==> config.mk <==
export PLATFORM = sky130hd
export DESIGN_NAME = hdlcs_rx_msg_status
export DESIGN_NICKNAME = d
export VERILOG_FILES = /design/src/hdlcs_pkg.sv /design/src/hdlcs_len_cnt.sv /design/src/hdlcs_rx_msg_status.sv
export SDC_FILE = /design/constraint.sdc
export NUM_CORES = 1
export LEC_CHECK = 0
export BUFFER_PORTS_ARGS = -buffer_cell sky130_fd_sc_hd__buf_2
export CORE_UTILIZATION = 25
export CTS_BUF_LIST = sky130_fd_sc_hd__clkbuf_8 sky130_fd_sc_hd__clkbuf_16
export DETAILED_ROUTE_END_ITERATION = 8
export GPL_ROUTABILITY_DRIVEN = 0
export RECOVER_POWER = 100
export SLEW_MARGIN = 20
export SYNTH_ARGS = -nofsm -noshare
export SYNTH_HDL_FRONTEND = slang
export SYNTH_SLANG_ARGS = --single-unit
==> constraint.sdc <==
create_clock -name core_clk -period 3.1 [get_ports core_clk]
set_clock_uncertainty 0.2 [all_clocks]
set_input_delay 0.93 -clock core_clk [delete_from_list [all_inputs] [get_ports core_clk]]
set_output_delay 0.93 -clock core_clk [all_outputs]
set_load 0.01 [all_outputs]
==> src/hdlcs_pkg.sv <==
// Package for the receive link message count and status block
package hdlcs_pkg;
	localparam int unsigned ADDR_W       = 12;
	localparam int unsigned CNT_W        = 7;
	localparam logic [11:0] OFF_MSG_CNT  = 12'h0145;
	localparam logic [11:0] OFF_CTRL     = 12'h014C;
	localparam logic [11:0] OFF_STATUS   = 12'h014D;
	localparam logic [11:0] OFF_MASK     = 12'h014E;
	localparam int unsigned PTR_BIT      = 7;
	localparam int unsigned CTRL_MOS_BIT = 0;
	localparam int unsigned ST_EOT_BIT   = 0;
	localparam int unsigned ST_MSG_BIT   = 1;
	localparam logic [6:0]  CNT_RST      = 7'h00;
	localparam logic [6:0]  CNT_MAX      = 7'h7F;
	localparam logic [7:0]  REG_RST      = 8'h00;

	// Events from the receive HDLC engine, same clock
	typedef struct packed {
		logic byte_vld;    // One received byte stored, FCS bytes included
		logic frame_end;   // Good message complete in the write buffer
		logic frame_abort; // Message dropped
	} hdlcs_rx_t;

	// Register port
	typedef struct packed {
		logic [11:0] addr;
		logic [7:0]  wdata;
		logic        wr;
		logic        rd;
	} hdlcs_bus_t;
endpackage

==> src/hdlcs_len_cnt.sv <==
// Saturating byte counter for one received message
`timescale 1ns/1ps
module hdlcs_len_cnt #(
	parameter int unsigned CNT_W = 7
) (
	input  wire logic             core_clk,  // System clock
	input  wire logic             rst,       // Async reset, high
	input  wire logic             byte_vld,  // Byte received
	input  wire logic             clear,     // Message finished or dropped
	output logic      [CNT_W-1:0] count      // Bytes so far
);
	logic [CNT_W-1:0] cnt_ff;
	logic [CNT_W-1:0] nxt_cnt;

	always_comb begin
		nxt_cnt = cnt_ff;
		if (clear) begin
			nxt_cnt = '0;
		end else if (byte_vld && cnt_ff != {CNT_W{1'b1}}) begin
			nxt_cnt = cnt_ff + 1'b1;
		end
	end

	always_ff @(posedge core_clk or posedge rst) begin
		if (rst) begin
			cnt_ff <= '0;
		end else begin
			cnt_ff <= nxt_cnt;
		end
	end

	assign count = cnt_ff;
endmodule

==> src/hdlcs_rx_msg_status.sv <==
// Receive link message count, buffer pointer and end-of-transfer status
//
// Added by the designer: the address-and-strobe port.
`timescale 1ns/1ps
module hdlcs_rx_msg_status (
	input  wire logic                 core_clk,   // System clock, 50 MHz
	input  wire logic                 rst,        // Async reset, high
	input  wire hdlcs_pkg::hdlcs_bus_t bus,       // Register port request
	output logic                [7:0] rdata,      // Read data, cycle after rd
	input  wire hdlcs_pkg::hdlcs_rx_t rx,         // Receive engine events
	output logic                      wr_buf_sel, // Buffer the engine fills next
	output logic                      irq         // Level interrupt
);
	localparam int unsigned CW = hdlcs_pkg::CNT_W;

	logic          newest_buffer_pointer_ff;
	logic          nxt_newest_buffer_pointer;
	logic [CW-1:0] len_ff;
	logic [CW-1:0] nxt_len;
	logic [CW-1:0] thresh_ff;
	logic [CW-1:0] nxt_thresh;
	logic [CW-1:0] rep_ff;
	logic [CW-1:0] nxt_rep;
	logic          done_ff;
	logic          nxt_done;
	logic          mos_ff;
	logic          nxt_mos;
	logic [1:0]    status_ff;
	logic [1:0]    nxt_status;
	logic [1:0]    mask_ff;
	logic [1:0]    nxt_mask;
	logic [7:0]    rdata_ff;
	logic [7:0]    nxt_rdata;
	logic [CW-1:0] frame_len;
	logic [CW-1:0] rx_message_length_or_repeats;
	logic          store;
	logic          eot_evt;
	logic          wr_cnt;
	logic          rd_status;

	hdlcs_len_cnt #(
		.CNT_W(CW)
	) u_len (
		.core_clk(core_clk),
		.rst     (rst),
		.byte_vld(rx.byte_vld),
		.clear   (rx.frame_end | rx.frame_abort),
		.count   (frame_len)
	);

	assign store     = rx.frame_end & ~rx.frame_abort;
	assign wr_cnt    = bus.wr && bus.addr == hdlcs_pkg::OFF_MSG_CNT;
	assign rd_status = bus.rd && bus.addr == hdlcs_pkg::OFF_STATUS;
	// Zero threshold means endless reception with no end-of-transfer
	assign eot_evt   = store && !mos_ff && !done_ff && thresh_ff != hdlcs_pkg::CNT_RST
		&& rep_ff + 1'b1 == thresh_ff;

	// Message bookkeeping
	always_comb begin
		nxt_newest_buffer_pointer = newest_buffer_pointer_ff;
		nxt_len    = len_ff;
		nxt_rep    = rep_ff;
		nxt_done   = done_ff;
		nxt_thresh = thresh_ff;
		if (store) begin
			// Pointer moves on every stored message; the length moves with it in the same cycle only when mos_ff is set
			nxt_newest_buffer_pointer = ~newest_buffer_pointer_ff;
			if (mos_ff) begin
				nxt_len = frame_len;
			end else if (eot_evt) begin
				nxt_rep  = hdlcs_pkg::CNT_RST;
				nxt_done = 1'b1;
			end else if (!done_ff && rep_ff != hdlcs_pkg::CNT_MAX) begin
				nxt_rep = rep_ff + 1'b1;
			end
		end
		// A write rearms the repetition count; the pointer is not writable
		if (wr_cnt) begin
			nxt_thresh = bus.wdata[CW-1:0];
			nxt_rep    = hdlcs_pkg::CNT_RST;
			nxt_done   = 1'b0;
		end
	end

	always_ff @(posedge core_clk or posedge rst) begin
		if (rst) begin
			newest_buffer_pointer_ff <= 1'b0;
			len_ff                   <= hdlcs_pkg::CNT_RST;
			rep_ff                   <= hdlcs_pkg::CNT_RST;
			done_ff                  <= 1'b0;
			thresh_ff                <= hdlcs_pkg::CNT_RST;
		end else begin
			newest_buffer_pointer_ff <= nxt_newest_buffer_pointer;
			len_ff                   <= nxt_len;
			rep_ff                   <= nxt_rep;
			done_ff                  <= nxt_done;
			thresh_ff                <= nxt_thresh;
		end
	end

	assign rx_message_length_or_repeats = mos_ff ? len_ff : thresh_ff;

	// Registers, interrupt status and read data
	always_comb begin
		nxt_mos    = mos_ff;
		nxt_mask   = mask_ff;
		nxt_status = status_ff;
		nxt_rdata  = hdlcs_pkg::REG_RST;
		if (bus.wr && bus.addr == hdlcs_pkg::OFF_CTRL) begin
			nxt_mos = bus.wdata[hdlcs_pkg::CTRL_MOS_BIT];
		end
		if (bus.wr && bus.addr == hdlcs_pkg::OFF_MASK) begin
			nxt_mask = bus.wdata[1:0];
		end
		if (rd_status) begin
			nxt_status = 2'b00;
		end
		// Set wins over the read clear
		if (eot_evt) begin
			nxt_status[hdlcs_pkg::ST_EOT_BIT] = 1'b1;
		end
		if (store && mos_ff) begin
			nxt_status[hdlcs_pkg::ST_MSG_BIT] = 1'b1;
		end
		if (bus.rd) begin
			case (bus.addr)
				hdlcs_pkg::OFF_MSG_CNT: begin
					nxt_rdata = {newest_buffer_pointer_ff, rx_message_length_or_repeats};
				end
				hdlcs_pkg::OFF_CTRL: begin
					nxt_rdata = {7'h00, mos_ff};
				end
				hdlcs_pkg::OFF_STATUS: begin
					nxt_rdata = {6'h00, status_ff};
				end
				hdlcs_pkg::OFF_MASK: begin
					nxt_rdata = {6'h00, mask_ff};
				end
				default: begin
					nxt_rdata = hdlcs_pkg::REG_RST;
				end
			endcase
		end
	end

	always_ff @(posedge core_clk or posedge rst) begin
		if (rst) begin
			mos_ff    <= 1'b0;
			mask_ff   <= 2'b00;
			status_ff <= 2'b00;
			rdata_ff  <= hdlcs_pkg::REG_RST;
		end else begin
			mos_ff    <= nxt_mos;
			mask_ff   <= nxt_mask;
			status_ff <= nxt_status;
			rdata_ff  <= nxt_rdata;
		end
	end

	assign rdata      = rdata_ff;
	assign irq        = |(status_ff & mask_ff);
	assign wr_buf_sel = ~newest_buffer_pointer_ff;

	property p_ptr_flip;
		@(posedge core_clk) disable iff (rst)
		store |=> newest_buffer_pointer_ff != $past(newest_buffer_pointer_ff) && wr_buf_sel == $past(newest_buffer_pointer_ff);
	endproperty
	a_ptr_flip: assert property (p_ptr_flip) else $error("Buffer pointer did not flip on stored message");

	property p_eot_count;
		@(posedge core_clk) disable iff (rst)
		eot_evt |=> status_ff[hdlcs_pkg::ST_EOT_BIT] && rep_ff == 7'h00 && $past(rep_ff) == $past(thresh_ff) - 7'h01;
	endproperty
	a_eot_count: assert property (p_eot_count) else $error("End of transfer at wrong repetition");

	property p_no_eot_zero;
		@(posedge core_clk) disable iff (rst)
		(thresh_ff == 7'h00 && !mos_ff && !rd_status) |=> !$rose(status_ff[hdlcs_pkg::ST_EOT_BIT]);
	endproperty
	a_no_eot_zero: assert property (p_no_eot_zero) else $error("End of transfer raised with zero count");

	property p_mos_len;
		@(posedge core_clk) disable iff (rst)
		(store && mos_ff) |=> len_ff == $past(frame_len) && status_ff[hdlcs_pkg::ST_MSG_BIT];
	endproperty
	a_mos_len: assert property (p_mos_len) else $error("Stored length differs from received count");

	property p_len_counts_all;
		@(posedge core_clk) disable iff (rst)
		(rx.byte_vld && !rx.frame_end && !rx.frame_abort && frame_len != 7'h7F) |=> frame_len == $past(frame_len) + 7'h01;
	endproperty
	a_len_counts_all: assert property (p_len_counts_all) else $error("Received byte not counted");

	property p_together;
		@(posedge core_clk) disable iff (rst)
		($changed(len_ff) || $changed(newest_buffer_pointer_ff)) |-> $past(store);
	endproperty
	a_together: assert property (p_together) else $error("Pointer or length moved without a stored message");

	property p_rdata_one_cycle;
		@(posedge core_clk) disable iff (rst)
		!bus.rd |=> rdata == 8'h00;
	endproperty
	a_rdata_one_cycle: assert property (p_rdata_one_cycle) else $error("Read data outside the read answer cycle");

	property p_eot_halt;
		@(posedge core_clk) disable iff (rst)
		(done_ff && !wr_cnt) |=> rep_ff == $past(rep_ff) && !$rose(status_ff[hdlcs_pkg::ST_EOT_BIT]);
	endproperty
	a_eot_halt: assert property (p_eot_halt) else $error("Repetitions counted after end of transfer");

	property p_rearm;
		@(posedge core_clk) disable iff (rst)
		wr_cnt |=> thresh_ff == $past(bus.wdata[CW-1:0]) && rep_ff == 7'h00 && !done_ff;
	endproperty
	a_rearm: assert property (p_rearm) else $error("Count write did not rearm the repetition count");

	property p_status_clear;
		@(posedge core_clk) disable iff (rst)
		(rd_status && !eot_evt && !(store && mos_ff)) |=> status_ff == 2'b00;
	endproperty
	a_status_clear: assert property (p_status_clear) else $error("Status read did not clear the status bits");
endmodule

==> flow_summary.json <==
{
  "io_pins": 37,
  "path_clk_slew_ps": 80,
  "r2r_cells": 6,
  "drv_slew": 0,
  "hp-class": "flip-flop to flip-flop",
  "syn_area_mm2": 0.00213,
  "worstMarginPinSlew_ps": 1050,
  "cts_root_buf": "clkbuf_8",
  "cp_cell_sequence": "clkbuf_1 > nor3b_2 > nand3_1 > or4_1 > o31ai_2 > nor2_1",
  "fin_nets": 275,
  "period_needed_ps": 2670,
  "yosys_warnings": 0,
  "routed_wl_um": 4640,
  "drc": 0,
  "grt_first_pass_wirelength_um": 7500,
  "multi_input_comb_area_mm2": 0.00101,
  "yosys.cell_types.count": 44,
  "fmax_ghz": 0.375,
  "post_drt_wl_per_cell_um": 13.2,
  "clockBufferDepth": 2,
  "yosysTopAreaCell": "dfrtp_1",
  "routed_via_density": 4.53,
  "place_hpwl_um": 3430,
  "power_leakage_nw": 1.14,
  "r2r-start": "rep_ff[0]",
  "worst_slack_ps": 432,
  "preCtsSetupSlack_ps": 233,
  "end_kind": "flip-flop",
  "via_count": 1593,
  "grt_antenna_before_repair": 0,
  "critical_path_class": "input pin to flip-flop",
  "antennaDiodeCount": 0,
  "ys_top_cells_by_area": "dfrtp_1 50%, nand2_1 5.5%, xor2_1 5.3%, mux2_2 5.3%, mux2i_1 4.7%",
  "portBuffers": 35,
  "slew_headroom_pct": 29.8,
  "cts_max_level": 2,
  "drtPass1Iterations": 4,
  "cts-resized-gates": 0,
  "synth_edf_count": 0,
  "synth_top_area_share_pct": 50.4,
  "rsz0062_at_grt": "false",
  "syn_avg_cell_area_um2": 10.5,
  "cellPowerDensity_mw_per_mm2": 501,
  "worstPathArrival_ps": 2630,
  "num_rows": 33,
  "clock_latency_ps": 290,
  "cts_inserted_buffers": 5,
  "holdPathStages": 1,
  "fin_total_pwr_mw": 1.26,
  "fillers": 896,
  "cts_tree": "built",
  "max_stage_delay_ps": 570,
  "drt-initial-drc-count": 93,
  "worstHoldEndpoint": "len_ff[4]",
  "regArea_mm2": 0.00108,
  "min-delay-start": "len_ff[4]",
  "rrSetupSlack_ps": 440,
  "core-area_mm2": 0.00826,
  "yosysMostFrequentCell": "dfrtp_1",
  "peakVddDrop_uv": 155,
  "r2r_end": "rep_ff[5]",
  "hold_viol": 0,
  "synth_ff_type": "dfrtp_1",
  "grt_usage_pct": 11.3,
  "cp-start-kind": "input pin",
  "drv_cap": 0,
  "path_max_fanout": 7,
  "syn_nets": 232,
  "die_area_mm2": 0.00891,
  "synth_seq_cells": 43,
  "ys_seq_area_share_pct": 50.4,
  "required_ps": 3060,
  "antenna_left": 0,
  "setup_tns_ps": 0,
  "crit_slowest_cell": "o31ai_2",
  "async_flop_share_pct": 100,
  "cts_sinks": 43,
  "postCtsHoldBufs": 0,
  "area_growth_pct": 18.0,
  "grt_overflow": 0,
  "post_cts_buffers": 0,
  "layout-drive-gt1-share_pct": 20.2,
  "die_h_um": 94.4,
  "start_util_pct": 25.8,
  "grt_max_degree": 44,
  "min_period_over_period_pct": 86.1,
  "setup_violations": 0,
  "ys_top_cells_by_count": "43 x dfrtp_1, 31 x nand2_1, 25 x nor2_1",
  "dieWidth_um": 94.4,
  "grt_pass1_vias": 1551,
  "synth_cells": 203,
  "status": "completed"
}
## sequential cells by signal, summed over array words and instances, names as in the netlist
register                  cells
thresh_ff                     7
len_ff                        7
mos_ff                        1
rdata                         8
done_ff                       1
rep_ff                        7
u_len.count                   7
newest_buffer_pointer_ff      1
mask_ff                       2
status_ff                     2
## critical path, delay by kind of cell
family	cells	cell delay [ps]
compound gates	1	570
buf+inv	1	100
simple gates	4	1030
## area by class of cell
cell class                      instances  share of cell area, %
Multi-Input combinational cell        152                   40.1
Sequential cell                        43                   42.7
Timing Repair Buffer                   40                   7.65
Tap cell                              105                   5.22
Clock inverter                          3                  0.994
Clock buffer                            5                   2.73
Inverter                                4                  0.596
## worst max path at each step
| stage | from | to | depth (start not counted) |
|---|---|---|---|
| 2_1_floorplan | rx[0] | rep_ff[0] | 5 |
| 6_report | rx[0] | rep_ff[5] | 6 |
| 3_5_place_dp | bus[15] | rep_ff[6] | 6 |
| 4_1_cts | bus[15] | rep_ff[6] | 6 |
| 5_1_grt | rep_ff[0] | rep_ff[5] | 6 |
| 3_3_place_gp | rx[0] | rep_ff[3] | 6 |
## cell usage in the layout, fill, tap and decap left out, types with 2 or more instances in the layout
| master | n |
|---|---|
| nor3_1 | 2 |
| ha_1 | 2 |
| buf_2 | 24 |
| nor2b_1 | 3 |
| clkbuf_1 | 12 |
| mux2i_1 | 10 |
| o21ai_0 | 3 |
| or4_1 | 2 |
| xor2_1 | 13 |
| inv_1 | 4 |
| dfrtp_1 | 43 |
| nand4bb_1 | 2 |
| or3_1 | 4 |
| buf_4 | 3 |
| nand2_1 | 31 |
| mux2_2 | 9 |
| xnor2_1 | 7 |
| nand3_1 | 3 |
| o211ai_1 | 5 |
| nor2_1 | 25 |
| a31oi_1 | 2 |
| and3_1 | 2 |
| clkbuf_8 | 5 |
| nand4_1 | 4 |
| clkinv_4 | 2 |
| a21oi_1 | 4 |
## power breakdown
| part | total, mW | internal [mW] | leakage (nW) | switching (mW) |
|---|---|---|---|---|
| sequential | 0.661 | 0.604 | 0.583 | 0.0571 |
| clock | 0.361 | 0.161 | 0.0443 | 0.200 |
| combinational | 0.241 | 0.113 | 0.511 | 0.128 |
## metrics by stage
step | hold WS [ps] | cell area (um^2) | utilization, % | std cells
floorplan | 268 | 2130 | - | 203
global placement | 288 | 2460 | 29.8 | 344
detailed placement | 296 | 2460 | 29.8 | 344
CTS | 315 | 2560 | 31.0 | 352
global route | 332 | 2520 | 30.5 | 352
finish | 310 | 2520 | 30.5 | 352
## logic make-up after synthesis
logic type | after synthesis | share of synthesized area [%]
compound gates | 22 | 7.68
xor+xnor | 20 | 8.21
fa+ha+maj | 2 | 1.17
buf+inv | 8 | 1.46
flops | 43 | 50.4
mux | 20 | 9.97
simple gates | 88 | 21.1
## per-layer routing
layer  GRT usage (%)  vias up  share of wire, %
li1                -      789                 -
met1            14.8      752                47
met2            17.5       48                47
met3            2.98        4               4.9
met4            5.13        0               1.5
met5               0        -                 0
No activity file was read; power rests on OpenSTA's default activity.
